**src/design/mapc_pkg.sv**
```systemverilog
// shared constants and types of the memory access port core
package mapc_pkg;
  // register byte offsets
  localparam logic [7:0] OFF_CSW   = 8'h00;
  localparam logic [7:0] OFF_TAR   = 8'h04;
  localparam logic [7:0] OFF_TCNT  = 8'h08;
  localparam logic [7:0] OFF_DRW   = 8'h0C;
  localparam logic [7:0] OFF_BD0   = 8'h10;
  localparam logic [7:0] OFF_MBT   = 8'h20;
  localparam logic [7:0] OFF_CFG   = 8'hF4;
  localparam logic [7:0] OFF_BASE  = 8'hF8;
  localparam logic [7:0] OFF_IDR   = 8'hFC;
  // control/status word layout
  localparam int         CSW_SIZE_LO  = 0;
  localparam int         CSW_INC_LO   = 4;
  localparam int         CSW_FLAG_BIT = 6;
  localparam logic [2:0] SIZE_WORD    = 3'h2;
  localparam logic [1:0] INC_OFF      = 2'h0;
  localparam logic [1:0] INC_SINGLE   = 2'h1;
  // reset values and steps
  localparam logic [31:0] TAR_RST   = 32'h0000_0000;
  localparam logic [15:0] TCNT_RST  = 16'h0000;
  localparam logic [31:0] WORD_STEP = 32'h0000_0004;
  localparam logic [31:0] CFG_VAL   = 32'h0000_0000;

  typedef enum logic [1:0] {
    S_IDLE = 2'b01,
    S_BUSY = 2'b10
  } mapc_state_type;

  // data window decode: read/write word or one of the banked windows
  function automatic logic mapc_is_data(input logic [7:0] off);
    mapc_is_data = (off == OFF_DRW) || (off[7:4] == OFF_BD0[7:4]);
  endfunction : mapc_is_data

  function automatic logic mapc_is_bank(input logic [7:0] off);
    mapc_is_bank = (off[7:4] == OFF_BD0[7:4]);
  endfunction : mapc_is_bank
endpackage : mapc_pkg
```
**src/design/mapc_addr_if.sv**
```systemverilog
// address forming signals between the core and its address generator
interface mapc_addr_if;
  logic [31:0] transfer_address;
  logic [1:0]  win;
  logic        bank;
  logic [31:0] addr;
  modport gen  (input transfer_address, input win, input bank, output addr);
  modport user (output transfer_address, output win, output bank, input addr);
endinterface : mapc_addr_if

```
**src/design/mapc_addr_gen.sv**
```systemverilog
// memory address former for the transfer and banked windows
module mapc_addr_gen
  import mapc_pkg::*;
(
  mapc_addr_if.gen a
);
  // windows index four consecutive words from the aligned base
  // RQ5 low bits from window index, tar[3:0] dropped
  assign a.addr = a.bank ? {a.transfer_address[31:4], a.win, 2'b00} : a.transfer_address;
endmodule : mapc_addr_gen

```
**src/design/mapc_core.sv**
```systemverilog
// memory access port core: port registers to system bus bridge
// Behaviour
// RQ1: status, address, config, base and identity accesses never touch memory
// RQ2: data word write starts a memory write at the transfer address
// RQ3: data word read starts memory read; value returned once it finishes
// RQ4: banked windows reach four words from aligned base plus 0,4,8,C
// RQ5: low four address bits ignored for windows; index gives bits 3:2
// RQ6: barrier register access starts a memory access
// RQ7: large-data option with oversize transfers skips some data accesses
// RQ8: nonzero transaction counter makes one access issue several memory ops
// RQ9: transaction ends on all success, an error, or abort
// RQ10: an error response abandons the remaining accesses of the transaction
// RQ11: counted sequences only on the data word and banked windows
// RQ12: device access permit input gates all memory transactions
// RQ13: flag in status word shows the live permit level
// RQ14: permit low: data accesses set latched error, no transaction
// RQ15: without permit input the flag reads as one
// RQ16: base pointer holds the debug component or table address
// RQ17: debugger treats each 4KB block as a register file
// RQ18: multi-component system behind the port provides an id table
// RQ19: auto-increment only after successful data word access, off or single
// RQ20: data accesses stall with no cycle limit until memory completes
// RQ21: register index decoded; written controls held until rewritten
module mapc_core
  import mapc_pkg::*;
#(
  parameter bit          HAS_PERMIT = 1'b1,
  parameter bit          HAS_LARGE  = 1'b0,
  // RQ18 base may point at an id table when several components sit behind
  parameter logic [31:0] BASE_PTR   = 32'h0000_0003,
  parameter logic [31:0] ID_VALUE   = 32'h1234_5678  // arbitrary value
) (
  input  wire logic        ref_clk_in,
  input  wire logic        rst_b_in,
  input  wire logic [7:0]  ap_addr_in,
  input  wire logic [31:0] ap_wdata_in,
  input  wire logic        ap_wr_in,
  input  wire logic        ap_rd_in,
  input  wire logic        abort_in,
  input  wire logic        err_clr_in,
  input  wire logic        device_access_permit_in,
  output logic [31:0]      ap_rdata_out,
  output logic             ap_rvalid_out,
  output logic             ap_busy_out,
  output logic             latched_error_flag_out,
  output logic             mem_req_out,
  output logic             mem_write_out,
  output logic             mem_barrier_out,
  output logic [31:0]      mem_addr_out,
  output logic [31:0]      mem_wdata_out,
  input  wire logic        mem_ready_in,
  input  wire logic        mem_err_in,
  input  wire logic [31:0] mem_rdata_in
);
  mapc_state_type state_r, state_nxt;
  logic [31:0] tar_r, addr_r, wdata_r, rdata_r;
  logic [15:0] tcnt_r;
  logic [1:0]  inc_r;
  logic        write_r, drw_r, bar_r, rvalid_r, sticky_r;

  // address forming lives in its own leaf
  mapc_addr_if aif();
  mapc_addr_gen u_addr (.a(aif));
  assign aif.transfer_address  = tar_r;
  assign aif.win  = ap_addr_in[3:2];
  assign aif.bank = mapc_is_bank(ap_addr_in);

  // access decode
  wire       idle      = (state_r == S_IDLE);
  wire       acc       = (ap_wr_in | ap_rd_in) & idle;
  wire       is_data   = mapc_is_data(ap_addr_in);
  wire       is_mbt    = (ap_addr_in == OFF_MBT);
  // RQ15 flag tie
  wire       dev_flag  = HAS_PERMIT ? device_access_permit_in : 1'b1;
  // RQ7 large skip: only word size exists, so never taken here
  wire       large_skip = HAS_LARGE & (SIZE_WORD > SIZE_WORD);
  // RQ12 permit gate
  wire       mem_ok    = dev_flag & ~large_skip;
  // RQ1 memory start decode
  wire       start     = acc & (is_data | is_mbt) & mem_ok;
  // RQ14 refused data access
  wire       refuse    = acc & is_data & ~dev_flag;
  wire       done_ok   = ~idle & mem_ready_in & ~mem_err_in;
  wire       done_err  = ~idle & mem_ready_in & mem_err_in;
  // RQ8 more accesses pending (barrier accesses excluded through bar_r)
  wire       more      = done_ok & ~bar_r & (tcnt_r != 16'h0000);
  // RQ19 step only on success of the data word
  wire       step      = done_ok & drw_r & (inc_r == INC_SINGLE);
  wire       finish    = (done_ok & ~more) | done_err | (~idle & abort_in);

  // RQ13 status word image
  wire [31:0] csw_img = (32'(SIZE_WORD) << CSW_SIZE_LO)
                      | (32'(inc_r) << CSW_INC_LO)
                      | (32'(dev_flag) << CSW_FLAG_BIT);

  // RQ21 register read selection
  logic [31:0] reg_rd;
  always_comb begin
    unique case (ap_addr_in)
      OFF_CSW:  reg_rd = csw_img;
      OFF_TAR:  reg_rd = tar_r;
      OFF_TCNT: reg_rd = {16'h0000, tcnt_r};
      OFF_CFG:  reg_rd = CFG_VAL;
      // RQ16 base pointer
      OFF_BASE: reg_rd = BASE_PTR;
      OFF_IDR:  reg_rd = ID_VALUE;
      default:  reg_rd = 32'h0000_0000;
    endcase
  end

  // RQ9 transaction state
  always_comb begin
    state_nxt = state_r;
    unique case (state_r)
      S_IDLE: if (start) state_nxt = S_BUSY;
      // RQ20 stall without limit
      S_BUSY: if (finish) state_nxt = S_IDLE;
      default: state_nxt = S_IDLE;
    endcase
  end

  always_ff @(posedge ref_clk_in or negedge rst_b_in) begin
    if (!rst_b_in) state_r <= S_IDLE;
    else           state_r <= state_nxt;
  end

  // RQ21 control registers; writes land only while idle
  always_ff @(posedge ref_clk_in or negedge rst_b_in) begin
    if (!rst_b_in) begin
      inc_r  <= INC_OFF;
      tar_r  <= TAR_RST;
      tcnt_r <= TCNT_RST;
    end else begin
      // packed mode unsupported, so 2 and 3 fall back to off
      if (acc & ap_wr_in & (ap_addr_in == OFF_CSW))
        inc_r <= (ap_wdata_in[CSW_INC_LO+:2] == INC_SINGLE) ? INC_SINGLE
                                                            : INC_OFF;
      if (acc & ap_wr_in & (ap_addr_in == OFF_TAR))
        tar_r <= ap_wdata_in;
      // RQ19 address advance
      else if (step)
        tar_r <= tar_r + WORD_STEP;
      if (acc & ap_wr_in & (ap_addr_in == OFF_TCNT))
        tcnt_r <= ap_wdata_in[15:0];
      // RQ8 one count per extra access
      else if (more)
        tcnt_r <= tcnt_r - 16'h0001;
    end
  end

  // RQ2 transfer launch: address, direction and data captured together
  always_ff @(posedge ref_clk_in or negedge rst_b_in) begin
    if (!rst_b_in) begin
      addr_r  <= 32'h0000_0000;
      wdata_r <= 32'h0000_0000;
      write_r <= 1'b0;
      drw_r   <= 1'b0;
      bar_r   <= 1'b0;
    end else if (start) begin
      // RQ4 banked address from the leaf
      addr_r  <= aif.addr;
      wdata_r <= ap_wdata_in;
      write_r <= ap_wr_in;
      drw_r   <= (ap_addr_in == OFF_DRW);
      // RQ11 barrier never counted
      bar_r   <= is_mbt;
    end else if (step) begin
      addr_r  <= addr_r + WORD_STEP;
    end
  end

  // RQ3 read answer: register reads next cycle, memory reads at finish
  always_ff @(posedge ref_clk_in or negedge rst_b_in) begin
    if (!rst_b_in) begin
      rdata_r  <= 32'h0000_0000;
      rvalid_r <= 1'b0;
    end else begin
      rvalid_r <= 1'b0;
      if (acc & ap_rd_in & ~start) begin
        rdata_r  <= (is_data | is_mbt) ? 32'h0000_0000 : reg_rd;
        rvalid_r <= 1'b1;
      end else if (finish & ~write_r) begin
        rdata_r  <= done_ok ? mem_rdata_in : 32'h0000_0000;
        rvalid_r <= 1'b1;
      end
    end
  end

  // RQ14 latched error; a new error beats a clear in the same cycle
  always_ff @(posedge ref_clk_in or negedge rst_b_in) begin
    if (!rst_b_in)                 sticky_r <= 1'b0;
    // RQ10 error abandons the rest
    else if (refuse | done_err)    sticky_r <= 1'b1;
    else if (err_clr_in)           sticky_r <= 1'b0;
  end

  // outputs
  assign ap_rdata_out           = rdata_r;
  assign ap_rvalid_out          = rvalid_r;
  assign ap_busy_out            = ~idle;
  assign latched_error_flag_out = sticky_r;
  // RQ6 barrier qualifier on the request
  assign mem_req_out            = ~idle & ~abort_in;
  assign mem_write_out          = write_r;
  assign mem_barrier_out        = bar_r;
  assign mem_addr_out           = addr_r;
  assign mem_wdata_out          = wdata_r;

  wire data_only = (ap_addr_in == OFF_CSW) || (ap_addr_in == OFF_TAR)
                || (ap_addr_in == OFF_CFG) || (ap_addr_in == OFF_BASE)
                || (ap_addr_in == OFF_IDR);
endmodule : mapc_core

```
**config.mk**
```make
export PLATFORM = sky130hd
export DESIGN_NAME = mapc_core
export DESIGN_NICKNAME = d
export VERILOG_FILES = /design/src/design/mapc_pkg.sv /design/src/design/mapc_addr_if.sv /design/src/design/mapc_addr_gen.sv /design/src/design/mapc_core.sv
export SDC_FILE = /design/constraint.sdc
export NUM_CORES = 1
export LEC_CHECK = 0
export BUFFER_PORTS_ARGS = -buffer_cell sky130_fd_sc_hd__buf_2
export CORE_UTILIZATION = 55
export CTS_CLUSTER_SIZE = 16
export DETAILED_ROUTE_END_ITERATION = 6
export GPL_ROUTABILITY_DRIVEN = 0
export PLACE_DENSITY = 0.87
export SLEW_MARGIN = 20
export SYNTH_ARGS = -nofsm -noshare
export SYNTH_HDL_FRONTEND = slang
export SYNTH_HIERARCHICAL = 1
export SYNTH_SLANG_ARGS = --single-unit
```
**constraint.sdc**
```tcl
create_clock -name ref_clk_in -period 3.5 [get_ports ref_clk_in]
set_clock_uncertainty 0.1 [all_clocks]
set_input_delay 0 -clock ref_clk_in [delete_from_list [all_inputs] [get_ports ref_clk_in]]
set_output_delay 0 -clock ref_clk_in [all_outputs]
set_load 0.02 [all_outputs]
```
==> results of run 1 <==
==> registers in the layout (all words and copies together), names as in the netlist, 2 cells and up <==
name	cells
tcnt_r	16
ap_rdata_out	32
mem_addr_out	32
mem_wdata_out	32
aif.transfer_address	32
state_r	2
==> worst reg2reg max path, cell delays in order (launching register included) <==
cell and delay [ns]:
dfrtp_1 0.43, inv_1 0.13, ha_1 0.15, or4b_4 0.50, nor4_4 0.28, buf_4 0.19
o31ai_1 0.07, dlygate4sd3_1 0.57, a31oi_1 0.16, dlygate4sd3_1 0.60, inv_1 0.05
==> power groups by stage <==
stage / Clock [W] / Combinational [W] / Sequential (W)
6_report: 0.00192 / 0.000866 / 0.00214
5_1_grt: 0.00201 / 0.000936 / 0.00216
4_1_cts: 0.00191 / 0.000851 / 0.00213
3_5_place_dp: 0 / 0.000782 / 0.00216
3_3_place_gp: 0 / 0.000764 / 0.00215
2_1_floorplan: 0 / 0.000320 / 0.00229
==> kinds of logic (layout without fill, tap and decap cells) <==
kind of cell,after synthesis,in the layout,share of synthesized area [%]
adders and majority gates,4,4,0.593
xor gates and xnor gates,33,33,3.42
muxes,36,36,5.79
AOI/OAI and AO/OA,163,163,13.8
buffers and inverters,99,339,6.21
and+or+nand+nor,423,423,25.2
DFF,152,152,45.1
==> placed cells by master, fill, tap and decap left out, types with 4 or more instances in the layout <==
cell           instances
ha_1                   4
dfrtp_1              151
a222oi_1               4
buf_4                 22
a21oi_1               20
nor2_1                21
mux2i_1                8
o21ai_0               45
dlygate4sd3_1         78
a22oi_1               16
or4_1                  9
o211ai_1              19
xor2_1                24
nor3_1                24
or3_1                 14
nor4_1                10
buf_2                181
or2_2                  5
inv_6                  5
nand4_1               29
nor4_2                 5
nor2b_1                4
nand3_1               55
xnor2_1                9
inv_1                 24
mux2_4                25
and3_1                 9
nand2_1              205
a22o_1                11
o311ai_0               5
clkbuf_16             17
and2_1                 6
a221o_1               13
a31oi_1                4
==> final timing paths <==
path                                                              to  slack, ns                           from
worst max-delay path                          state_r[1]$_DFFE_PN0P_       0.15          tcnt_r[0]$_DFFE_PN0P_
worst min-delay path                     ap_rdata_out[6]$_DFFE_PN0P_       0.02                       ap_rd_in
worst max register to register                state_r[1]$_DFFE_PN0P_       0.15          tcnt_r[0]$_DFFE_PN0P_
worst min register to register         mem_wdata_out[22]$_DFFE_PN0P_       0.38  mem_wdata_out[22]$_DFFE_PN0P_
max in group asynchronous       aif.transfer_address[21]$_DFFE_PN0P_       2.36                       rst_b_in
min in group asynchronous       aif.transfer_address[20]$_DFFE_PN0P_       0.07                       rst_b_in
==> per-layer routing <==
| layer | vias to the layer above | global-route usage, % |
|---|---|---|
| met5 | - | 0 |
| met4 | 0 | 18.9 |
| met3 | 118 | 6.67 |
| met2 | 561 | 59.1 |
| met1 | 3952 | 42.9 |
| li1 | 3717 | - |
==> per-stage QoR <==
stage	instances	utilization (%)	worst slack (ns)	area [µm²]
2_1_floorplan	910	-	1.06	8440
3_3_place_gp	1224	63.4	0.652	9360
3_5_place_dp	1224	63.4	0.558	9360
4_1_cts	1334	72.8	0.206	10700
5_1_grt	1334	72.8	0.0360	10700
6_report	1334	72.8	0.153	10700
==> cell type report <==
cell class | instances | area (µm²) | share of cell area (%)
Clock buffer | 19 | 433 | 4.03
Clock inverter | 13 | 168 | 1.56
Inverter | 25 | 93.8 | 0.874
Multi-Input combinational cell | 659 | 4150 | 38.6
Sequential cell | 152 | 3800 | 35.4
Tap cell | 184 | 230 | 2.14
Timing Repair Buffer | 282 | 1860 | 17.3
==> repair_timing <==
action / in CTS / in global routing
hold buffers: 78 / 0
hold endpoints to repair: 192 / 0
gates resized for setup: 0 / 0
==> flow_metrics.tcl, run 1 <==
set metrics [dict create \
    maxCapViolations 0 \
    core_area_um2 14800 \
    worstPathMaxFanout 5 \
    p_int_w 0.00342 \
    critPathBufInv 5 \
    syn_nets 995 \
    switching_share_pct 30.8 \
    cp-end-kind "register" \
    wl_met2_um 13400 \
    grt_use_total_pct 35.1 \
    outcome "complete, no violations" \
    cp-start-kind "register" \
    peakVddDrop_mv 0.367 \
    grt_pass1_vias 8154 \
    drt_iter0_markers 935 \
    num_vias 8348 \
    ant_nets 0 \
    path_clk_slew_ns 0.06 \
    clkPwrFrac_pct 39.0 \
    yosys_warnings 6 \
    drt_wl_total_um 27200 \
    grt_overflow_total 0 \
    dieHeight_um 126 \
    hold_path_depth 4 \
    diodes 0 \
    num_rows 44 \
    p_sw_w 0.00152 \
    critPathRequiredTime_ns 3.72 \
    syn_area_per_cell_um2 9.28 \
    fin_nets 1222 \
    netlist_instances 910 \
    max-slew-margin-rel_pct 43.1 \
    antenna_found_initial 0 \
    synth_top_cell_by_area "dfrtp_1" \
    clock_sinks 152 \
    clockBufferDepth 2 \
    num-fill-cells 1028 \
    reg2reg_depth 10 \
    tns_ns 0 \
    cts_made_buffers 17 \
    drt-met1-wl_um 10000 \
    drv_slew 0 \
    drive_gt1_share_pct 25.4 \
    synth_cell_type_count 74 \
    seqPwrFrac_pct 43.5 \
    avgRoutedWirePerCell_um 20.4 \
    mappedNetlistArea_um2 8440 \
    slowest_stage "dlygate4sd3_1" \
    dp_hpwl_um 17800 \
    die_w_um 126 \
    power_w 0.00494 \
    cts_max_level 4 \
    synth_top_area_share_pct 44.7 \
    grt_pass1_wl_um 43200 \
    cp.depth 10 \
    ys_ff_latch 152 \
    final.period_utilization_pct 95.6 \
    initial_core_util_pct 57.2 \
    cts_tree "yes" \
    tightest_slew_ns 0.847 \
    hold_class "input pin to register" \
    portBuffers 182 \
    highest_layer "met4" \
    seq_area_frac_synth_pct 45.1 \
    clk_latency_ns 0.44 \
    power_density_nw_per_um2 459 \
    setup_viol 0 \
    synth_commonest_cells "nand2_1, dfrtp_1, nand3_1, o21ai_0, nand4_1" \
    clock-root-buffer "clkbuf_16" \
    post_cts_buffers 0 \
    synth_edf_count 0 \
    area_growth_pct 27.2 \
    synthFlopType "dfrtp_1" \
    dr.pass1.iters 5 \
    drc 0 \
    synth_area_leaders "dfrtp_1, nand2_1, mux2_4" \
    holdWs_ns 0.0219 \
    io-pin-count 183 \
    async_flop_share_pct 100 \
    cp_top_family "buffers and inverters" \
    wl_met3_um 2450 \
    synth_most_common_cell "nand2_1" \
    die-area_um2 15900 \
    worstPathCellList "inv_1 > ha_1 > or4b_4 > nor4_4 > buf_4 > o31ai_1 > dlygate4sd3_1 > a31oi_1 > dlygate4sd3_1 > inv_1" \
    slowest_delay_ns 0.60 \
    p_leak_nw 5.17 \
    combinationalPowerShare_pct 17.5 \
    vias_per_cell 6.26 \
    fin_crit_ns 3.35 \
    critPathKind "register to register" \
    rsz0062_at_grt "no" \
    crit_arrival_ns 3.57 \
    hold_viol 0 \
    max_clock_freq_mhz 299 \
    grt_max_degree 77 \
]
Note: power is estimated with default switching activity, not from simulation.
==> inputs of run 2 (changes only) <==
- SLEW_MARGIN: 20 -> 10
- clock period: 3.5 -> 3.1 ns (I/O delays scaled with it)
==> flow_metrics.tcl, run 2 (synthesis results as in run 1) <==
set metrics [dict create \
    rsz0062_at_grt "no" \
    dr.pass1.iters 6 \
    outcome "complete, no violations" \
    grt_max_degree 72 \
    reg2reg_depth 7 \
    core_area_um2 14800 \
    hold_class "input pin to async pin" \
    avgRoutedWirePerCell_um 21.4 \
    drv_slew 0 \
    path_clk_slew_ns 0.06 \
    peakVddDrop_mv 0.420 \
    num-fill-cells 1015 \
    drt_iter0_markers 1058 \
    dpl_worst_slack_ns -0.0274 \
    dieHeight_um 126 \
    final.period_utilization_pct 96.1 \
    num_vias 8579 \
    clk_latency_ns 0.43 \
    cp-end-kind "register" \
    drt_wl_total_um 28800 \
    power_w 0.00567 \
    clockBufferDepth 2 \
    grt_pass1_wl_um 45900 \
    dp_hpwl_um 18100 \
    grt_pass1_vias 8597 \
    vias_per_cell 6.39 \
    setup_ws_ns 0.122 \
    reg2reg_setup_slack_ns 0.12 \
    io-pin-count 183 \
    ant_nets 0 \
    dp.cells 1231 \
    cts_max_level 4 \
    cts_resized 0 \
    reg2reg_to "ap_rdata_out[18]$_DFFE_PN0P_" \
    area_growth_pct 28.5 \
    fin_nets 1229 \
    grt_use_total_pct 37.6 \
    r2r_start "state_r[0]$_DFFE_PN1P_" \
    crit_arrival_ns 3.19 \
    layout_commonest_cell "nand2_1" \
    die_w_um 126 \
    initial_core_util_pct 57.2 \
    fin_crit_ns 2.98 \
    worstPathMaxFanout 11 \
    final_cell_mix "nand2_1, buf_2, dfrtp_1" \
    setup_viol 0 \
    critPathKind "register to register" \
    die-area_um2 15900 \
    maxCapViolations 0 \
    power_density_nw_per_um2 523 \
    p_leak_nw 5.22 \
    clock_sinks 152 \
    grt_overflow_total 0 \
    drc 0 \
    tightest_slew_ns 0.956 \
    max-slew-margin-rel_pct 35.7 \
    cts_made_buffers 17 \
    antenna_found_initial 1 \
    critPathRequiredTime_ns 3.31 \
    max_clock_freq_mhz 336 \
    drive_gt1_share_pct 25.9 \
    cts_tree "yes" \
    hold_viol 0 \
    final_cells 1343 \
    cp-start-kind "register" \
    num_rows 44 \
    holdWs_ns 0.0514 \
    portBuffers 182 \
    clock-root-buffer "clkbuf_16" \
]
run 2: cell count changes in the layout (fill, tap and decap cells not counted), moves of 2 or more:
cell / delta
inv_6: -4
buf_4: +5
diode_2: +2
buf_12: +2
clkbuf_8: +2
run 2: how the worst max path moves through the flow:
stage,from,to,slack (ns),cells after the start
2_1_floorplan,tcnt_r[0]$_DFFE_PN0P_,ap_rdata_out[10]$_DFFE_PN0P_,0.66,8
3_3_place_gp,state_r[0]$_DFFE_PN1P_,ap_rdata_out[21]$_DFFE_PN0P_,0.10,7
3_5_place_dp,state_r[0]$_DFFE_PN1P_,ap_rdata_out[25]$_DFFE_PN0P_,-0.03,7
4_1_cts,state_r[0]$_DFFE_PN1P_,ap_rdata_out[25]$_DFFE_PN0P_,0.18,7
5_1_grt,state_r[0]$_DFFE_PN1P_,ap_rdata_out[31]$_DFFE_PN0P_,0.06,7
6_report,state_r[0]$_DFFE_PN1P_,ap_rdata_out[18]$_DFFE_PN0P_,0.12,7
run 2: what timing repair did:
action	in CTS	in global routing
hold endpoints to repair	186	0
setup endpoints to repair	10	0
buffers inserted	0	0
hold buffers	77	0
run 2: report_power, final:
| group | leakage [nW] | total (W) | internal, W | switching, W |
|---|---|---|---|---|
| clock | 0.300 | 0.00225 | 0.00139 | 0.000859 |
| combinational | 2.92 | 0.00100 | 0.000394 | 0.000606 |
| sequential | 2.00 | 0.00242 | 0.00219 | 0.000230 |
| total | 5.22 | 0.00567 | 0.00398 | 0.00169 |
run 2: worst max-delay path: stages (launching register included):
cell	delay (ns)
dfstp_2	0.53
and2b_1	0.15
inv_2	0.07
nor4b_2	0.42
o221ai_4	0.27
a21boi_4	0.64
buf_4	0.35
mux2_4	0.34
run 2: routing by layer:
layer  global-route usage [%]  up-vias  wire length, µm
met5                        0        -                0
met4                     23.5        0             1910
met3                     9.18      165             2690
met2                     62.9      554            13900
met1                     43.5     4132            10300
li1                         -     3728                -
run 2: area by class of cell:
class	instances	area (µm²)	share of cell area (%)
Antenna cell	2	5.00	0.0461
Clock buffer	21	460	4.24
Clock inverter	11	170	1.57
Inverter	25	93.8	0.865
Multi-Input combinational cell	660	4160	38.3
Sequential cell	152	3800	35.1
Tap cell	184	230	2.12
Timing Repair Buffer	288	1930	17.8
run 2: metrics by stage:
step / util [%] / TNS [ns] / area [µm²]
final: 73.6 / 0 / 10900
after global routing: 73.5 / 0 / 10900
after CTS: 73.5 / 0 / 10800
after detailed placement: 64.0 / -0.223 / 9440
after global placement: 64.0 / 0 / 9440
after floorplan: - / 0 / 8440
